File: config.mk
export PLATFORM = sky130hd
export DESIGN_NAME = pms_power_mode_sequencer
export DESIGN_NICKNAME = d
export VERILOG_FILES = /design/src/core/pms_wake_latch.v /design/src/core/pms_power_mode_sequencer.v
export VERILOG_INCLUDE_DIRS = /design/src /design/src/core
export SDC_FILE = /design/constraint.sdc
export NUM_CORES = 1
export LEC_CHECK = 0
export BUFFER_PORTS_ARGS = -buffer_cell sky130_fd_sc_hd__buf_2
export CORE_MARGIN = 2
export CORE_UTILIZATION = 37
export CTS_CLUSTER_SIZE = 8
export DETAILED_ROUTE_END_ITERATION = 10
export PLACE_DENSITY_LB_ADDON = 0.12
export SKIP_LAST_GASP = 1
export SYNTH_ARGS = -nofsm -noshare
export SYNTH_HDL_FRONTEND = slang
export SYNTH_SLANG_ARGS = --single-unit
File: constraint.sdc
create_clock -name clk_sys -period 1.4 [get_ports clk_sys]
set_input_delay 0.14 -clock clk_sys [delete_from_list [all_inputs] [get_ports clk_sys]]
set_output_delay 0.14 -clock clk_sys [all_outputs]
set_load 0.02 [all_outputs]
File: src/core/pms_defs.vh
// Contract
// - RAM preservation: oscillator off, timekeeper clocks system
// - Clock request low forces internal oscillator
// - LCD sleep: regulator low, logic gated off
// - Refuse sleep while wake pending, hold interrupt
// - Sleep until wake event, then reset-complete interrupt
// - Pins held in sleep, reset on wake
// - Bypass bit selects external clock pin
// - Timekeeping sleep also disables the display
`ifndef PMS_DEFS_VH
`define PMS_DEFS_VH

// ===================================================
// Register codes seen by the sequencer
`define PMS_OSC_SYNC      8'h07
`define PMS_OSC_PIN_CTRL  8'h03
`define PMS_OSC_KEEP_ON   8'h06
`define PMS_CLKSEL_RTC    8'h05
`define PMS_CLKSEL_IOSC1  8'h00

// ===================================================
// Bit positions
`define PMS_ULP_DISPLAY_BIT  3
`define PMS_ULP_MATCH_BIT    1
`define PMS_MISC_BYPASS_BIT  7
`define PMS_MISC_OVR_BIT     2

// ===================================================
// Mode codes (one-hot)
`define PMS_MODE_W        4
`define PMS_MODE_NORMAL   4'h1
`define PMS_MODE_RAMPRES  4'h2
`define PMS_MODE_ULP_LCD  4'h4
`define PMS_MODE_ULP_TK   4'h8

// ===================================================
// Wake event indices
`define PMS_WAKE_W      3
`define PMS_WAKE_NONE   3'h0

`endif

File: src/core/pms_wake_latch.v
`timescale 1ns/1ps
// ===================================================
// Sticky wake-event collector; set wins over clear
module pms_wake_latch
#(
  parameter WIDTH = 3
)
(
  // Clock and reset
  input  wire             clk_sys,
  input  wire             reset,
  // Events and clear
  input  wire [WIDTH-1:0] event_in,
  input  wire             clear,
  // Pending flags
  output reg  [WIDTH-1:0] pending_reg
);

  genvar gi;

  // ===================================================
  // One sticky flop per event source
  generate
    for (gi = 0; gi < WIDTH; gi = gi + 1)
    begin : g_flag
      always @(posedge clk_sys or posedge reset)
      begin
        if (reset)
          pending_reg[gi] <= 1'b0;
        else if (event_in[gi])
          pending_reg[gi] <= 1'b1;   // Set beats clear
        else if (clear)
          pending_reg[gi] <= 1'b0;
      end
    end
  endgenerate

endmodule

File: src/core/pms_power_mode_sequencer.v
`timescale 1ns/1ps
`include "pms_defs.vh"
// ===================================================
// Power-mode sequencer: normal, RAM preservation, two ULTRA_LOW_POWER modes
module pms_power_mode_sequencer
(
  // Clock and reset
  input  wire        clk_sys,
  input  wire        reset,
  // Host control pins (synchronous)
  input  wire        power_request_n,   // Power request or chip select
  input  wire        clock_request_n,   // Clock request pin
  input  wire        ext_clk_pin,       // ~32 kHz clock on clock pin
  // Register values from the register block
  input  wire [7:0]  internal_osc_control,
  input  wire        internal_osc_wr,   // Write strobe of osc control
  input  wire [7:0]  system_clock_select,
  input  wire [7:0]  misc_control,
  input  wire [7:0]  ultra_low_power_control,
  // Timekeeper inputs
  input  wire        rtc_osc_clk,       // Real-time oscillator output
  input  wire        rtc_running,
  // Wake events: alarm, osc fail, port match
  input  wire [2:0]  wake_event,
  input  wire        wake_ack,          // Host cleared wake flags
  // Mode and power controls
  output reg  [3:0]  mode_reg,
  output reg         iosc_enable_reg,
  output reg         sysclk_from_rtc_reg,
  output reg         regulator_low_reg,
  output reg         logic_power_off_reg,
  output reg         display_enable_reg,
  output reg         port_hold_reg,
  output reg         port_reset_reg,    // Pins to inputs with pull-ups
  output reg         timekeeper_clk_reg,
  output reg         reset_complete_reg,
  output reg         int_pin_n_reg,     // Host interrupt pin, active low
  output reg         refused_reg        // Last entry attempt refused
);

  // ===================================================
  // Local state
  reg  [3:0] mode_next;
  reg        pwr_d_reg;        // Previous power request level
  reg        osc_pin_ctrl_reg; // Oscillator handed to clock pin
  wire [2:0] pending;
  wire       any_pending;
  wire       pwr_rise;
  wire       pwr_fall;
  wire       ulp_request;
  wire       wake_now;
  reg        wake_clear;

  // ===================================================
  // Mode codes; one-hot so each mode is a single flop
  localparam [`PMS_MODE_W-1:0] MODE_NORMAL  = `PMS_MODE_NORMAL;
  localparam [`PMS_MODE_W-1:0] MODE_RAMPRES = `PMS_MODE_RAMPRES;
  localparam [`PMS_MODE_W-1:0] MODE_ULP_LCD = `PMS_MODE_ULP_LCD;
  localparam [`PMS_MODE_W-1:0] MODE_ULP_TK  = `PMS_MODE_ULP_TK;

  // ===================================================
  // Either sleep mode; shared by power outputs and wake logic
  function is_sleep;
    input [`PMS_MODE_W-1:0] mode;
    begin
      is_sleep = (mode == MODE_ULP_LCD) || (mode == MODE_ULP_TK);
    end
  endfunction

  assign pwr_rise    = power_request_n & ~pwr_d_reg;
  assign pwr_fall    = ~power_request_n & pwr_d_reg;
  assign any_pending = |pending | |wake_event;
  assign wake_now    = |wake_event;
  // ULTRA_LOW_POWER entry is asked for when display keep or match enable is set
  assign ulp_request = ultra_low_power_control[`PMS_ULP_DISPLAY_BIT] |
                       ultra_low_power_control[`PMS_ULP_MATCH_BIT];

  // ===================================================
  // Wake flags, kept until the host clears them
  pms_wake_latch #(.WIDTH(`PMS_WAKE_W)) u_wake
  (
    .clk_sys     (clk_sys),
    .reset       (reset),
    .event_in    (wake_event),
    .clear       (wake_clear),
    .pending_reg (pending)
  );

  // ===================================================
  // Edge history of power request
  always @(posedge clk_sys or posedge reset)
  begin
    if (reset)
      pwr_d_reg <= 1'b1;
    else
      pwr_d_reg <= power_request_n;
  end

  // ===================================================
  // Oscillator control: pin control code arms RAM preservation
  always @(posedge clk_sys or posedge reset)
  begin
    if (reset)
      osc_pin_ctrl_reg <= 1'b0;
    else if (internal_osc_wr)
    begin
      // Keep-on or sync code returns control to registers
      osc_pin_ctrl_reg <= (internal_osc_control == `PMS_OSC_PIN_CTRL);
    end
  end

  // ===================================================
  // Mode transitions
  always @*
  begin
    mode_next  = mode_reg;
    wake_clear = 1'b0;
    case (mode_reg)
      MODE_NORMAL:
      begin
        if (pwr_rise && ulp_request)
        begin
          // Pending wake keeps device awake
          if (!any_pending)
          begin
            if (ultra_low_power_control[`PMS_ULP_DISPLAY_BIT])
              mode_next = MODE_ULP_LCD;
            else
              mode_next = MODE_ULP_TK;
          end
        end
        // Slow clock only with override clear and timekeeper running
        else if (clock_request_n && osc_pin_ctrl_reg &&
                 system_clock_select == `PMS_CLKSEL_RTC &&
                 !misc_control[`PMS_MISC_OVR_BIT] && rtc_running)
          mode_next = MODE_RAMPRES;
        if (wake_ack)
          wake_clear = 1'b1;
      end
      MODE_RAMPRES:
      begin
        // Clock request low falls back to internal oscillator
        if (!clock_request_n)
          mode_next = MODE_NORMAL;
        if (wake_ack)
          wake_clear = 1'b1;
      end
      MODE_ULP_LCD, MODE_ULP_TK:
      begin
        // Stay asleep until wake event or host wake
        if (wake_now || pwr_fall)
          mode_next = MODE_NORMAL;
      end
      // Illegal code: recover to the fully awake mode
      default:
        mode_next = MODE_NORMAL;
    endcase
  end

  // ===================================================
  // Mode register and power outputs
  always @(posedge clk_sys or posedge reset)
  begin
    if (reset)
    begin
      mode_reg            <= MODE_NORMAL;
      iosc_enable_reg     <= 1'b1;
      sysclk_from_rtc_reg <= 1'b0;
      regulator_low_reg   <= 1'b0;
      logic_power_off_reg <= 1'b0;
      display_enable_reg  <= 1'b1;
      port_hold_reg       <= 1'b0;
      port_reset_reg      <= 1'b0;
      reset_complete_reg  <= 1'b0;
      refused_reg         <= 1'b0;
    end
    else
    begin
      mode_reg            <= mode_next;
      // Internal oscillator runs only in normal mode
      iosc_enable_reg     <= (mode_next == MODE_NORMAL);
      sysclk_from_rtc_reg <= (mode_next == MODE_RAMPRES);
      regulator_low_reg   <= is_sleep(mode_next);
      logic_power_off_reg <= is_sleep(mode_next);
      // Display stays lit except in timekeeping sleep
      display_enable_reg  <= (mode_next != MODE_ULP_TK);
      port_hold_reg       <= is_sleep(mode_next);
      // One-cycle pin reset on leaving ULTRA_LOW_POWER
      port_reset_reg      <= is_sleep(mode_reg) &&
                             (mode_next == MODE_NORMAL);
      // Reset-complete raised on wake, dropped on host ack
      if (is_sleep(mode_reg) && (mode_next == MODE_NORMAL))
        reset_complete_reg <= 1'b1;
      else if (wake_ack)
        reset_complete_reg <= 1'b0;
      // Refusal remembered until the next attempt
      if ((mode_reg == MODE_NORMAL) && pwr_rise && ulp_request)
        refused_reg <= any_pending;
    end
  end

  // ===================================================
  // Interrupt pin: low while wake pending or reset complete
  always @(posedge clk_sys or posedge reset)
  begin
    if (reset)
      int_pin_n_reg <= 1'b1;
    else
      int_pin_n_reg <= ~(|pending | reset_complete_reg);
  end

  // ===================================================
  // Timekeeper clock mux; retimed, so the 32 kHz input
  // must be far slower than clk_sys
  always @(posedge clk_sys or posedge reset)
  begin
    if (reset)
      timekeeper_clk_reg <= 1'b0;
    else if (misc_control[`PMS_MISC_BYPASS_BIT])
      timekeeper_clk_reg <= ext_clk_pin;
    else
      timekeeper_clk_reg <= rtc_osc_clk;
  end

endmodule

Yosys cells after proc, flatten, opt, wreduce, memory -nomap -nowiden
Index checks and enable logic that the tools add are counted.
{"block": "totals", "regBits": 18, "out_inout_bits": 15}
{"block": "classes", "eq_ne": 11, "mux": 16, "bitwise_logic": 8, "n_reduce_logical": 20}
{"operator": "$mux W4", "n": 6}
{"operator": "$pmux W4 S3", "n": 1}
{"operator": "$mux W1", "n": 9}
{"operator": "$eq A4 B1 Y1 const B", "n": 2}
{"operator": "$eq A4 B2 Y1 const B", "n": 2}
{"operator": "$eq A4 B3 Y1 const B", "n": 2}
{"operator": "$eq A4 B4 Y1 const B", "n": 2}
{"operator": "$eq A8 B2 Y1 const B", "n": 1}
{"operator": "$eq A8 B3 Y1 const B", "n": 1}
{"operator": "$logic_and A1 B1 Y1", "n": 8}
{"operator": "$reduce_bool A2 Y1", "n": 4}
{"operator": "$reduce_or A3 Y1", "n": 2}
{"operator": "$ne A4 B4 Y1 const B", "n": 1}
{"operator": "$reduce_or A2 Y1", "n": 2}
{"operator": "$logic_or A1 B1 Y1", "n": 3}
{"operator": "$not A1 Y1", "n": 3}
{"operator": "$or A1 B1 Y1", "n": 3}
{"operator": "$and A1 B1 Y1", "n": 2}
{"operator": "$logic_not A1 Y1", "n": 1}

Logic depth before layout (Yosys ltp)
{"block": "logic_depth", "ltp_word": 10, "mapped_depth": 5}

By module
Synthesis repeated with hierarchy kept, for this count alone.
{"block": "unflattened", "hier_cells": 83, "area_unflattened_um2": 920.9}
{"module": "pms_power_mode_sequencer", "instances": 1, "cells_per_inst": 75, "area_per_inst_um2": 815.8, "seq_area_each_um2": 381.6}
{"module": "pms_wake_latch", "instances": 1, "cells_per_inst": 8, "area_per_inst_um2": 105.1, "seq_area_each_um2": 75.1}

Least setup slack after synthesis
OpenSTA, ideal clock, no wires.
{"block": "synth_path", "kind": "register to register", "from": "register mode_reg[1]", "to": "register mode_reg[2]", "arrival_ns": 1.518, "required_ns": 1.296, "slack_ns": -0.222, "path_stages_with_launch": 6, "n_path_buf": 1, "period_less_slack_ns": 1.622, "cell_sequence": "dfrtp_1 -> buf_6 -> nor4b_2 -> nor3b_2 -> a41oi_1 -> a221oi_1"}
{"block": "synth_between", "elab_chain_len": 3, "elab_cells_between_ends": 6}
{"element": "from (decl)", "line_no": "pms_power_mode_sequencer.v:27", "text": "output reg [3:0] mode_reg,"}
{"element": "from (signal assigned)", "line_no": "pms_power_mode_sequencer.v:179", "text": "mode_reg <= mode_next;"}
{"element": "$eq A4 B3 Y1 / $eq A4 B4 Y1 (equally long branches)", "line_no": "pms_power_mode_sequencer.v:118", "text": "case (mode_reg)"}
{"element": "$reduce_or A2 Y1", "line_no": "pms_power_mode_sequencer.v:118"}
{"element": "$pmux W4 S3 *", "line_no": "pms_power_mode_sequencer.v:118"}
{"element": "via mode_next[2]", "line_no": "pms_power_mode_sequencer.v:43", "text": "reg [3:0] mode_next;"}
Mark *: on every way through the listed nets, which the timed path passes. The rest lies on a longest branch.
A chain may end at the register's enable or synchronous reset.

Worst setup path after layout
{"block": "layout_path", "from": "register pwr_d_reg", "to": "register display_enable_reg"}
{"block": "layout_between", "elab_chain_len": 6, "elab_cells_between_ends": 9}
{"element": "from (decl)", "line_no": "pms_power_mode_sequencer.v:44", "text": "reg pwr_d_reg;"}
{"element": "from (signal assigned)", "line_no": "pms_power_mode_sequencer.v:96", "text": "pwr_d_reg <= power_request_n;"}
{"element": "$not A1 Y1", "line_no": "pms_power_mode_sequencer.v:70", "text": "assign pwr_rise = power_request_n & ~pwr_d_reg;"}
{"element": "$and A1 B1 Y1", "line_no": "pms_power_mode_sequencer.v:70"}
{"element": "$logic_and A1 B1 Y1", "line_no": "pms_power_mode_sequencer.v:121", "text": "if (pwr_rise && ulp_request)"}
{"element": "$mux W4", "line_no": "pms_power_mode_sequencer.v:121"}
{"element": "$pmux W4 S3 *", "line_no": "pms_power_mode_sequencer.v:118"}
{"element": "$ne A4 B4 Y1 *", "line_no": "pms_power_mode_sequencer.v:186", "text": "display_enable_reg <= (mode_next != MODE_ULP_TK);"}
{"element": "to (signal assigned)", "line_no": "pms_power_mode_sequencer.v:186"}
{"element": "to (decl)", "line_no": "pms_power_mode_sequencer.v:32", "text": "output reg display_enable_reg,"}
Every way passes the cells marked *; elsewhere a longest branch is shown, timed or not.

==> out/results.md <==
| Quantity | Value |
| --- | --- |
| DIE WIDTH | 54.1 um |
| Fraction of post-synthesis cell area in the top cell type by area | 35.1% |
| Most instantiated flip-flop cell in the synthesis netlist | sky130_fd_sc_hd__dfrtp_1 |
| H-tree Lvls | 1 |
| Area inside the core boundary | 2430 um2 |
| DRT antenna net count | 0 |
| Global-route usage over all layers | 16.2% |
| Transition time of the tightest slew-check pin | 349 ps |
| Final-layout setup total negative slack | -210 ps |
| Vias in the first global route | 815 |
| Count of input and output buffers | 46 |
| Max Clk Rate | 672 MHz |
| Worst voltage drop across the vdd grid | 0.528 mV |
| Maximum buffer depth of the clock tree | 2 |
| Pleak | 0.767 nW |
| Max reg flops | 4 |
| RSZ-0062 raised after global routing | true |
| Net switching power of the design | 0.415 mW |
| Crit-path max FO | 4 |
| Overflow left after global routing | 0 |
| Element type at the critical path end | flip-flop |
| Part of the power in combinational logic | 32.7% |
| Floorplan die area | 2920 um2 |
| CTS sink count | 18 |
| Hold WS | 23.8 ps |
| Sequential share of the synthesized area | 49.3% |
| Share of power burned in the clock network | 23.4% |
| Startpoint class of the critical path | flip-flop |
| I/O pin count | 59 |
| Maximum number of pins on one net before global-route repair | 19 |
| Classification of the worst-slack hold path | input pin to flip-flop |
| Synth Area per Inst | 11.0 um2 |
| Cell internal pwr | 0.946 mW |
| Data arrival, critical path | 1710 ps |
| Async set or reset register ratio after synthesis | 100% |
| Number of flops mapped to enable cells by yosys | 0 |
| Hold violation count in the final report | 0 |
| Number of pins with negative max-slew slack in the final report | 0 |
| Required @ worst endpoint | 1630 ps |
| Register clock-pin slew on the reported worst setup and hold paths | 100 ps |
| Failing checks | setup timing |
| Worst Setup Slack, final | -87.5 ps |
| Detailed-route wire length | 2370 um |
| Number of synthesis warnings | 0 |
| Placed standard-cell area | 1330 um2 |
| Via density per instance | 5.04 |
| P per Cell Area | 912 nW/um2 |
| Synth Register Bits | 18 |
| Result of the run | finished with violations |
| Syn Inst Count | 84 |
| Area growth, synth to finish | 61.0% |
| TritonCTS clock tree | done |
| Antenna fix cells | 0 |
| Inserted Clock Buffers | 3 |
| Net Sw Frac | 30.5% |
| Part of the cycle the worst path needs | 106% |
| Detailed placer's ending HPWL | 1740 um |
| Vertical extent of the die | 54.1 um |
| Antenna violations before repair | 0 |
| Wire length per cell | 12.8 um |
| Leading area contributor after synthesis | sky130_fd_sc_hd__dfrtp_1 |
| Cells taking the most area after synthesis | sky130_fd_sc_hd__dfrtp_1 (35%), sky130_fd_sc_hd__dfstp_2 (14%), sky130_fd_sc_hd__a21o_1 (4.0%), sky130_fd_sc_hd__nand2_1 (2.8%), sky130_fd_sc_hd__o21ai_0 (2.7%) |
| Area of all placed cells without fillers | 1490 um2 |
| Effective utilization at floorplan | 38.1% |
| Period minus WS final | 1490 ps |
| Layout cells sized above 1 | 64.7% |
| Max-slew headroom at the worst pin | 76.7% |
| Filler cell count in the final layout | 215 |
| Syn Nets | 128 |
| Netlist area before placement | 927 um2 |
| Clock skew | 6.40 ps |
| Number of endpoints failing setup at the final stage | 5 |
| CP Class | flip-flop to flip-flop |
| Iteration-0 DRC count of the detailed router | 7 |
| Placer's final routability congestion estimate | 0.784 |
| CTS Root Cell | sky130_fd_sc_hd__clkbuf_4 |
| Total vias in the final route | 937 |
| MaxCap Viol Count | 0 |
| First-pass GRT wire length | 3340 um |
| Worst slack at placement | -69.1 ps |
| Library cells used by synthesis | 38 |
| Worst skew pair latency | 290 ps |
| Number of nets in the finished design | 201 |
| Sequential share of power | 43.9% |
| TritonRoute pass-1 iters | 4 |
| Number of placement rows | 18 |
| Remaining routing DRC violations | 0 |
-- area by class of cell --
type	instances	area, um2	share of cell area (%)
multi-input combinational	59	520	34.9
inverter	4	15.0	1.01
sequential	18	460	30.8
tap	30	37.5	2.51
clock buffer	4	36.3	2.43
timing repair buffer	71	423	28.3
-- final timing paths --
check	slack, ps	depth (start not counted)	end	start
setup reg to reg	-90	4	display_enable_reg	pwr_d_reg
hold reg to reg	450	1	int_pin_n_reg	reset_complete_reg
min in group asynchronous	390	4	refused_reg	reset
setup / recovery	-90	4	display_enable_reg	pwr_d_reg
max in group asynchronous	760	4	display_enable_reg	reset
hold / removal	20	2	osc_pin_ctrl_reg	internal_osc_wr
-- metal layers --
layer | track usage [%] | share of wire [%]
met2 | 26.8 | 48
met4 | 9.17 | 3.2
met3 | 3.61 | 7.3
met1 | 19.1 | 41
met5 | 0 | 0
-- layout by cell type (no fill, tap or decap), drive strengths merged, types with 2 or more instances in the layout --
master and count:
nor3b 2, dfstp 5, nor4bb 2, clkbuf 4, a21o 5, and2 2
dlygate4sd3 2, xor2 2, nor2 4, nor4 2, dfrtp 13, nor4b 2
a221oi 2, nand2 7, nor3 3, nand2b 3, nand3 2, a41oi 2
o21ai 5, inv 4, buf 69
-- worst max-delay path, stage by stage, from the launching register on --
cell and delay (ps):
sky130_fd_sc_hd__dfstp_2 540, sky130_fd_sc_hd__nand2b_4 120, sky130_fd_sc_hd__and4bb_2 250, sky130_fd_sc_hd__a21bo_1 210, sky130_fd_sc_hd__a221o_1 290
-- cell usage after synthesis (all sizes together) (2+ instances only) --
cell type	count
nand2	7
nor4b	2
buf	3
and2	2
o21ai	5
a21o	5
a41oi	2
nor3	3
nor2	4
dfstp	5
a221oi	2
inv	4
nor4	2
dfrtp	13
xor2	2
nor3b	2
nor4bb	2
nand2b	3
nand3	2
-- logic make-up (layout without fill, tap and decap cells) --
| kind of cell | Yosys count | in the layout | synth area share [%] |
|---|---|---|---|
| and+or+nand+nor | 33 | 33 | 24.0 |
| AOI/OAI and AO/OA | 23 | 23 | 18.4 |
| DFF | 18 | 18 | 49.3 |
| buffers and inverters | 7 | 79 | 4.45 |
| xor gates and xnor gates | 2 | 2 | 2.70 |
| muxes | 1 | 1 | 1.21 |
-- per-stage QoR --
stage,std cells,util [%],power [mW]
after global placement,176,54.7,0.992
after CTS,184,58.8,1.34
after floorplan,84,-,0.843
after detailed placement,176,54.7,1.00
final,186,61.4,1.36
after global routing,186,61.4,1.44
-- power by group through the flow --
stage	Clock [mW]	Sequential (mW)	Combinational [mW]
detailed placement	0	0.605	0.396
finish	0.319	0.597	0.446
global placement	0	0.603	0.389
CTS	0.328	0.595	0.415
floorplan	0	0.655	0.188
global route	0.350	0.605	0.486
-- timing repair --
| item | in CTS | in global routing |
|---|---|---|
| setup buffers | 2 | 2 |
| setup endpoints to repair | 7 | 10 |
| hold buffers | 2 | 0 |
| gates resized for setup | 4 | 11 |
| hold endpoints to repair | 14 | 0 |
| pin swaps | 2 | 3 |
No activity file was read; power rests on OpenSTA's default activity.
